File: src/pkg/stc_map.svh
`ifndef STC_MAP_SVH
`define STC_MAP_SVH

// ****************************************************************
// Register offsets on the register bus (byte addresses).
// ****************************************************************
`define STC_REG_CTRL 12'h000
`define STC_REG_STAT 12'h004
`define STC_CTRL_RST 16'h1770

// ****************************************************************
// Translator positions and winding level codes.
// ****************************************************************
`define STC_HOME_POS 3'h1
`define STC_LVL_ZERO 2'h0
`define STC_LVL_DIAG 2'h1
`define STC_LVL_FULL 2'h2

// ****************************************************************
// Bridge gate patterns: src_a, snk_a, src_b, snk_b.
// ****************************************************************
`define STC_GATE_OFF 4'h0
`define STC_GATE_POS 4'h9
`define STC_GATE_NEG 4'h6
`define STC_SLOW_POS 4'h1
`define STC_SLOW_NEG 4'h4

// ****************************************************************
// Timing, at a 200 MHz clock.
// ****************************************************************
`define STC_CLK_MHZ 200
`define STC_BLANK_NS 1000
`define STC_BLANK_CYC ((`STC_BLANK_NS * `STC_CLK_MHZ) / 1000)
`define STC_OFF_DEF_US 30
`define STC_OFF_DEF_CYC (`STC_OFF_DEF_US * `STC_CLK_MHZ)
`define STC_OSC_OHM_PER_US 825
`define STC_FAST_NUM 5
`define STC_FAST_SHIFT 4

`endif

File: src/pkg/stc_pkg.sv
package stc_pkg;

  // ****************************************************************
  // Chopper states, one-hot.
  // ****************************************************************
  typedef enum logic [3:0] {
    CH_IDLE  = 4'h1,
    CH_DRIVE = 4'h2,
    CH_FAST  = 4'h4,
    CH_SLOW  = 4'h8
  } stc_chop_t;

  // Per-bridge chopper state.
  typedef struct packed {
    stc_chop_t st;
    logic [15:0] off_cnt;
    logic [15:0] fast_cnt;
    logic [7:0] blank_cnt;
  } stc_bridge_t;

  // Demand for one winding.
  typedef struct packed {
    logic [1:0] level;
    logic neg;
    logic mixed;
  } stc_wind_t;

  // APB request and answer.
  typedef struct packed {
    logic psel;
    logic penable;
    logic pwrite;
    logic [11:0] paddr;
    logic [31:0] pwdata;
  } stc_apb_req_t;

  typedef struct packed {
    logic [31:0] prdata;
    logic pready;
    logic pslverr;
  } stc_apb_rsp_t;

  // Whole state of the block.
  typedef struct packed {
    logic [4:0] sync1;
    logic [4:0] sync2;
    logic step_prev;
    logic [2:0] pos;
    stc_wind_t [1:0] wind;
    stc_bridge_t [1:0] br;
    logic [1:0][3:0] gate;
    logic [15:0] off_cfg;
    logic [31:0] prdata;
    logic pready;
    logic pslverr;
  } stc_state_t;

endpackage

File: src/stc_translator.sv
// Operation
// - Each rising step edge advances the position one increment.
// - Size select low gives full steps, high gives half steps.
// - Direction low sequences clockwise, high counterclockwise.
// - Direction change alone never moves the position.
// - Reset returns to Home with both bridges in mixed decay.
// - While reset is low, hold Home and switch off all transistors.
// - Step edges during reset are ignored.
// - Falling level selects mixed decay; equal or rising selects slow.
// - Translator sets magnitude code and current direction per winding.
// - Each bridge has its own fixed off-time current loop.
// - Drive a diagonal pair; comparator trip ends the on phase.
// - Slow decay drops the source; mixed drops source and sink.
// - Off-time comes from the timing setting, resistance over 825; the code takes it in clock cycles from CTRL.
// - Timing pin tied high gives a 30 microsecond off-time.
// - Comparator is ignored about one microsecond after switching.
// - Mixed decay is fast for 31.25 percent of off-time, then slow.
// - Eight 45 degree positions; full steps use diagonals; Home 45.
// - Enable high disables bridges; translator keeps running.
`timescale 1ns/10ps
`include "stc_map.svh"

module stc_translator
  import stc_pkg::*;
#(
  parameter logic [15:0] OFF_DEF_CYC = 16'(`STC_OFF_DEF_CYC)
)
(
  input wire logic pclk,
  input wire logic presetn,
  input wire stc_apb_req_t apb_req,
  output stc_apb_rsp_t apb_rsp,
  input wire logic step_in,
  input wire logic dir_in,
  input wire logic step_size_select,
  input wire logic reset_in_n,
  input wire logic enable_in_n,
  input wire logic off_time_set_pin,
  input wire logic winding_one_sense,
  input wire logic winding_two_sense,
  output stc_wind_t [1:0] wind_demand,
  output logic [1:0][3:0] bridge_gate
);

  // ****************************************************************
  // Level and polarity of a winding at a position.
  // ****************************************************************

  // Diagonals carry 70.71 percent, the axis of the winding full scale.
  function automatic logic [1:0] stc_level(input logic w,
                                           input logic [2:0] p);
    if (p[0])
      return `STC_LVL_DIAG;
    else if (p[1] == w)
      return `STC_LVL_FULL;
    else
      return `STC_LVL_ZERO;
  endfunction

  // Winding one is negative at 135..225, winding two at 225..315.
  function automatic logic stc_neg(input logic w, input logic [2:0] p);
    if (w)
      return p >= 3'h5;
    else
      return (p >= 3'h3) && (p <= 3'h5);
  endfunction

  // ****************************************************************
  // State and decoded inputs.
  // ****************************************************************
  stc_state_t st_ff;
  stc_state_t nxt_st;
  logic rst_ok;
  logic out_off;
  logic step_go;
  logic apb_setup;
  logic apb_done;
  logic bad_addr;
  logic [15:0] off_val;
  logic [19:0] fast_prod;
  logic [15:0] fast_val;
  logic [1:0] sense;
  logic [31:0] status;

  // Second sync stage feeds the step, reset and enable decoding.
  assign rst_ok = st_ff.sync2[3];
  assign out_off = st_ff.sync2[4];
  assign step_go = rst_ok & st_ff.sync2[0] & ~st_ff.step_prev;
  assign sense = {winding_two_sense, winding_one_sense};

  // Default off-time when the timing pin is tied high.
  assign off_val = off_time_set_pin ? OFF_DEF_CYC : st_ff.off_cfg;
  assign fast_prod = {4'h0, off_val} * 20'(`STC_FAST_NUM);
  assign fast_val = fast_prod[`STC_FAST_SHIFT +: 16];

  // Bus decode helpers.
  assign apb_setup = apb_req.psel & ~apb_req.penable;
  assign apb_done = apb_req.psel & apb_req.penable & st_ff.pready;
  assign bad_addr = (apb_req.paddr != `STC_REG_CTRL) &&
                    (apb_req.paddr != `STC_REG_STAT);
  assign status = {19'h0, ~rst_ok, out_off, st_ff.wind[1],
                   st_ff.wind[0], st_ff.pos};

  // ****************************************************************
  // Next-state logic.
  // ****************************************************************

  // Synchronisers, translator, choppers and the bus slave.
  always_comb
  begin
    logic [2:0] inc;
    inc = 3'h1;
    nxt_st = st_ff;
    // Two-stage synchronisers; stage one is read only by stage two.
    nxt_st.sync1 = {enable_in_n, reset_in_n, step_size_select,
                    dir_in, step_in};
    nxt_st.sync2 = st_ff.sync1;
    // Tracking the step level in reset hides a high step at release.
    nxt_st.step_prev = st_ff.sync2[0];

    // Translator.
    if (!rst_ok)
    begin
      nxt_st.pos = `STC_HOME_POS;
      for (int i = 0; i < 2; i++)
      begin
        nxt_st.wind[i].level = `STC_LVL_DIAG;
        nxt_st.wind[i].neg = 1'b0;
        nxt_st.wind[i].mixed = 1'b1;
      end
    end
    else if (step_go)
    begin
      // Full steps from an axis position land on the next diagonal.
      if (!st_ff.sync2[2] && st_ff.pos[0])
        inc = 3'h2;
      if (st_ff.sync2[1])
        nxt_st.pos = st_ff.pos + inc;
      else
        nxt_st.pos = st_ff.pos - inc;
      for (int i = 0; i < 2; i++)
      begin
        nxt_st.wind[i].level = stc_level(i[0], nxt_st.pos);
        nxt_st.wind[i].neg = stc_neg(i[0], nxt_st.pos);
        nxt_st.wind[i].mixed =
          nxt_st.wind[i].level < st_ff.wind[i].level;
      end
    end

    // One independent chopper per bridge.
    for (int i = 0; i < 2; i++)
    begin
      if (!rst_ok || out_off ||
          st_ff.wind[i].level == `STC_LVL_ZERO)
      begin
        nxt_st.br[i].st = CH_IDLE;
        nxt_st.gate[i] = `STC_GATE_OFF;
      end
      else
      begin
        case (st_ff.br[i].st)
          CH_IDLE:
          begin
            nxt_st.br[i].st = CH_DRIVE;
            nxt_st.br[i].blank_cnt = 8'(`STC_BLANK_CYC);
            nxt_st.gate[i] = st_ff.wind[i].neg ? `STC_GATE_NEG
                                               : `STC_GATE_POS;
          end
          CH_DRIVE:
          begin
            // Polarity follows the translator; dead time is analog.
            nxt_st.gate[i] = st_ff.wind[i].neg ? `STC_GATE_NEG
                                               : `STC_GATE_POS;
            if (st_ff.br[i].blank_cnt != 8'h0)
              nxt_st.br[i].blank_cnt = st_ff.br[i].blank_cnt - 8'h1;
            else if (sense[i])
            begin
              nxt_st.br[i].off_cnt = off_val;
              if (st_ff.wind[i].mixed && fast_val != 16'h0)
              begin
                nxt_st.br[i].st = CH_FAST;
                nxt_st.br[i].fast_cnt = fast_val;
                nxt_st.gate[i] = `STC_GATE_OFF;
              end
              else
              begin
                nxt_st.br[i].st = CH_SLOW;
                nxt_st.gate[i] = st_ff.wind[i].neg ? `STC_SLOW_NEG
                                                   : `STC_SLOW_POS;
              end
            end
          end
          CH_FAST:
          begin
            nxt_st.br[i].off_cnt = st_ff.br[i].off_cnt - 16'h1;
            nxt_st.br[i].fast_cnt = st_ff.br[i].fast_cnt - 16'h1;
            if (st_ff.br[i].fast_cnt <= 16'h1)
            begin
              nxt_st.br[i].st = CH_SLOW;
              nxt_st.gate[i] = st_ff.wind[i].neg ? `STC_SLOW_NEG
                                                 : `STC_SLOW_POS;
            end
          end
          CH_SLOW:
          begin
            nxt_st.br[i].off_cnt = st_ff.br[i].off_cnt - 16'h1;
            if (st_ff.br[i].off_cnt <= 16'h1)
            begin
              nxt_st.br[i].st = CH_DRIVE;
              nxt_st.br[i].blank_cnt = 8'(`STC_BLANK_CYC);
              nxt_st.gate[i] = st_ff.wind[i].neg ? `STC_GATE_NEG
                                                 : `STC_GATE_POS;
            end
          end
          default:
          begin
            nxt_st.br[i].st = CH_IDLE;
            nxt_st.gate[i] = `STC_GATE_OFF;
          end
        endcase
      end
    end

    // APB slave: answer is prepared in setup, ready in the access cycle.
    nxt_st.pready = apb_setup;
    nxt_st.pslverr = apb_setup & bad_addr;
    nxt_st.prdata = 32'h0;
    if (apb_setup && !apb_req.pwrite)
    begin
      if (apb_req.paddr == `STC_REG_CTRL)
        nxt_st.prdata = {16'h0, st_ff.off_cfg};
      else if (apb_req.paddr == `STC_REG_STAT)
        nxt_st.prdata = status;
    end
    if (apb_done && apb_req.pwrite && apb_req.paddr == `STC_REG_CTRL)
      nxt_st.off_cfg = apb_req.pwdata[15:0];
  end

  // ****************************************************************
  // State register.
  // ****************************************************************

  // Reset gives Home, mixed decay, all bridges off.
  always_ff @(posedge pclk or negedge presetn)
  begin
    if (!presetn)
    begin
      st_ff <= '0;
      st_ff.pos <= `STC_HOME_POS;
      st_ff.wind <= {2{`STC_LVL_DIAG, 1'b0, 1'b1}};
      st_ff.br[0].st <= CH_IDLE;
      st_ff.br[1].st <= CH_IDLE;
      st_ff.off_cfg <= `STC_CTRL_RST;
    end
    else
      st_ff <= nxt_st;
  end

  // Outputs straight from the state register.
  assign apb_rsp = {st_ff.prdata, st_ff.pready, st_ff.pslverr};
  assign wind_demand = st_ff.wind;
  assign bridge_gate = st_ff.gate;
endmodule

File: config.mk
export PLATFORM = sky130hd
export DESIGN_NAME = stc_translator
export DESIGN_NICKNAME = d
export VERILOG_FILES = /design/src/pkg/stc_pkg.sv /design/src/stc_translator.sv
export VERILOG_INCLUDE_DIRS = /design/src /design/src/pkg
export SDC_FILE = /design/constraint.sdc
export NUM_CORES = 1
export LEC_CHECK = 0
export BUFFER_PORTS_ARGS = -buffer_cell sky130_fd_sc_hd__buf_2
export CAP_MARGIN = 5
export CORE_MARGIN = 2
export CORE_UTILIZATION = 54
export CTS_CLUSTER_SIZE = 25
export DETAILED_ROUTE_END_ITERATION = 10
export PLACE_DENSITY = 0.76
export SLEW_MARGIN = 30
export SYNTH_ARGS = -nofsm -noshare
export SYNTH_HDL_FRONTEND = slang
export SYNTH_SLANG_ARGS = --single-unit
File: constraint.sdc
create_clock -name pclk -period 4.2 [get_ports pclk]
set_clock_uncertainty 0.2 [all_clocks]
set_input_delay 0.63 -clock pclk [delete_from_list [all_inputs] [get_ports pclk]]
set_output_delay 0.63 -clock pclk [all_outputs]
set_load 0.02 [all_outputs]
==> summary.txt <==
Floorplanning
  – Chip Width: 137.1 um
  – Ports: 107
  – Core area: between 15000 and 20000 sq um
  – Rows: 48
  – Die Y: 137.1 um
  – Initial Util: 0.5527
  – DIE AREA: roughly 19000 sq um

Yosys
  – Ranking of synthesized cells by area: dfrtp_1, nor2_1, o21ai_0
  – Sequential area share after synthesis: 0.3942
  – Synth top area share: 0.3613
  – Async S/R FF share, synth: 1.000
  – EDFF count, synth: 0
  – YS warnings: 0
  – Mean Syn Cell Area: 8.738 sq um
  – Synth cell types: 86
  – Synth Cell Area: 9559 sq um
  – Post-synth top area cell: dfrtp_1
  – Main synth FF type: dfrtp_1
  – Synth Instances: around 1100
  – Synth Register Bits: 150

Status
  – Violated checks: negative hold slack
  – Status: finished, violations left

Finish
  – Share of cells above drive strength 1: 0.2353
  – Most frequent cells in the layout: dfrtp_1, nor2_1, buf_4
  – Fin cells: ~1400
  – Nets: between 1000 and 1500
  – Diodes inserted: 0
  – Most common cell after layout, fill and taps aside: dfrtp_1
  – Area added between synthesis and finish: 16.18%

Placement
  – I/O Buffers: 74
  – Placed insts: ~1400
  – GP Congestion: a little over 0.9
  – DP HPWL: 17.96 mm
  – Dpl ws: -0.3404 ns

Setup path
  – Worst Path Required: 4.31 ns
  – CP Max Fanout: 7
  – Critical Path Start Type: flop
  – CP arrival: 4.20 ns
  – CP Class: reg2reg
  – Critical-path top delay cell: or4_4
  – CP Cell Sequence: nor2b_2 > ha_1 > nand4b_1 > fa_2 > nand2b_4 > a21o_2 > a211oi_4 > mux2i_1 > a2111oi_2 > buf_4 > or4_4 > o2111a_2 > a311oi_1 > a21oi_1
  – Critical path capture point type: flop
  – Crit path largest cell delay: 0.43 ns

Power and ir drop
  – Power per Cell Area: ~360 nW/um^2
  – Max rail drop VDD: slightly below 300 uV
  – Static leakage: 4.940 nW

Global routing
  – Vias in the first global route: 7986
  – Overflow after GRT: 0
  – Largest net degree at the start of global routing: between 80 and 90
  – Total track usage: 0.2705
  – Global-route wire length before repair: 39.95 mm
  – Initial antenna violation count: 0

Clock tree
  – Hold_buf cts: 0
  – CTS H-Tree Depth: 4
  – Max Root-Sink Buffers: 2
  – CTS tree: done
  – CTS Buf Count: 17
  – Root buffer cell: clkbuf_16
  – Clk_lat worst skew: 0.43 ns
  – Clock transition at path regs: 0.07 ns
  – Clock sink count: 150

Route
  – Drt first-iter violations: 721
  – Final ANT Viol Nets: 0
  – Met1 WL: 10.60 mm
  – DRT Wirelength: 24.60 mm
  – Wire per inst: 17.18 um
  – Via density: ~6
  – WL met2: 11.94 mm
  – Drc violations: 0
  – Top Layer Used: met4
  – DR vias: 8570
  – Metal3 WL: roughly 1.4 mm
  – First drt pass iteration count: 6

Hold path
  – Hold Crit Class: in2async

Timing
  – Worst setup margin: 0.1154 ns
  – Worst-Margin Slew: 1.160 ns
  – Final worst-path cycle share: 0.9725
  – Crit path time final: 4.085 ns
  – Final Hold Viols: 18
  – Max-slew headroom: 0.2210
  – Hold Slack: -0.01787 ns
  – Final setup viols: 0
  – Fmax: 0.2448 GHz
  – Max-slew violations: 0

Flow run
  – MaxCap Viol Count: 0
[sequential cells by signal, indices dropped and copies added (netlist names)]
| name | cells |
|---|---|
| apb_rsp | 18 |
| out_off | 1 |
| nxt_st | 6 |
| wind_demand | 6 |
| st_ff | 110 |
| bridge_gate | 8 |
| rst_ok | 1 |
[metrics by stage]
step                      total power [W]  instance area [sq um]  setup TNS (ns)  hold WS, ns    util
after floorplan                  0.002279                   9703               0       0.1312       -
after global placement           0.002463                  10450          -5.880       0.1354  0.6040
after detailed placement         0.002491                  10450          -8.208       0.1355  0.6040
after CTS                        0.004029                  11030               0     0.009909  0.6379
after global routing             0.004211                  11110        -0.06295      0.03810  0.6421
final                            0.004024                  11110               0     -0.01787  0.6421
[layout make-up]
type / instances / area, sq um
Clock buffer: 18 / 429.2
Timing Repair Buffer: 166 / 1092
Multi-Input combinational cell: 823 / 5243
Clock inverter: 14 / 156.4
Tap cell: 225 / 281.5
Fill cell: 1399 / 6191
Inverter: 36 / 135.1
Sequential cell: 150 / 3769
[metal layers]
metal,up-vias,GRT usage
li1,4097,-
met1,4101,0.3615
met2,322,0.4409
met3,50,0.05222
met4,0,0.09221
met5,-,0
[cell usage after synthesis (12+ instances only)]
| cell type | n |
|---|---|
| a21oi_1 | 86 |
| nand3_1 | 26 |
| and2_1 | 15 |
| mux2_2 | 19 |
| xor2_1 | 14 |
| xnor2_1 | 15 |
| inv_1 | 36 |
| buf_4 | 50 |
| o21ai_0 | 88 |
| clkbuf_1 | 36 |
| nand2_1 | 78 |
| ha_1 | 30 |
| dfrtp_1 | 138 |
| nor3_1 | 42 |
| dfstp_2 | 12 |
| nand2b_1 | 18 |
| nor2_1 | 123 |
| a211oi_1 | 13 |
| nor4_1 | 16 |
[kinds of logic after synthesis]
| group | share of synthesized area |
|---|---|
| buffers and inverters | 0.07879 |
| AO/OA/AOI/OAI | 0.2145 |
| multiplexers | 0.03390 |
| adder cells (fa/ha/maj) | 0.04346 |
| flip-flops | 0.3942 |
| other | 0.0003923 |
| AND/OR/NAND/NOR | 0.2081 |
| XOR/XNOR | 0.02657 |
[power by group]
part | switching [W] | internal (W)
registers | 0.000177 | 0.00159
clock network | 0.000695 | 0.000845
logic | 0.000406 | 0.000307
total | 0.00128 | 0.00275
[path summary, 6_finish.rpt]
kind	from	to	slack (ns)	depth (start not counted)
max	st_ff[35]	st_ff[78]	0.12	14
min	presetn	apb_rsp[17]	-0.02	1
max reg2reg	st_ff[35]	st_ff[78]	0.12	14
min reg2reg	nxt_st[162]	out_off	0.15	0
max in group asynchronous	presetn	wind_demand[4]	2.93	2
min in group pclk	step_in	nxt_st[158]	0.10	1
[worst max-delay path, delay by kind of cell (launching register included)]
kind	cells	cell delay [ns]
AND/OR/NAND/NOR	4	0.93
flip-flops	1	0.42
buffers and inverters	1	0.17
adder cells (fa/ha/maj)	2	0.69
multiplexers	1	0.26
AO/OA/AOI/OAI	6	1.27
[timing repair]
action | CTS | global route
endpoints found under the setup margin | 4 | 31
gates resized for setup | 0 | 11
buffers inserted | 0 | 0
gates cloned | 0 | 1
pin swaps | 1 | 3
No activity file was read; power rests on OpenSTA's default activity.
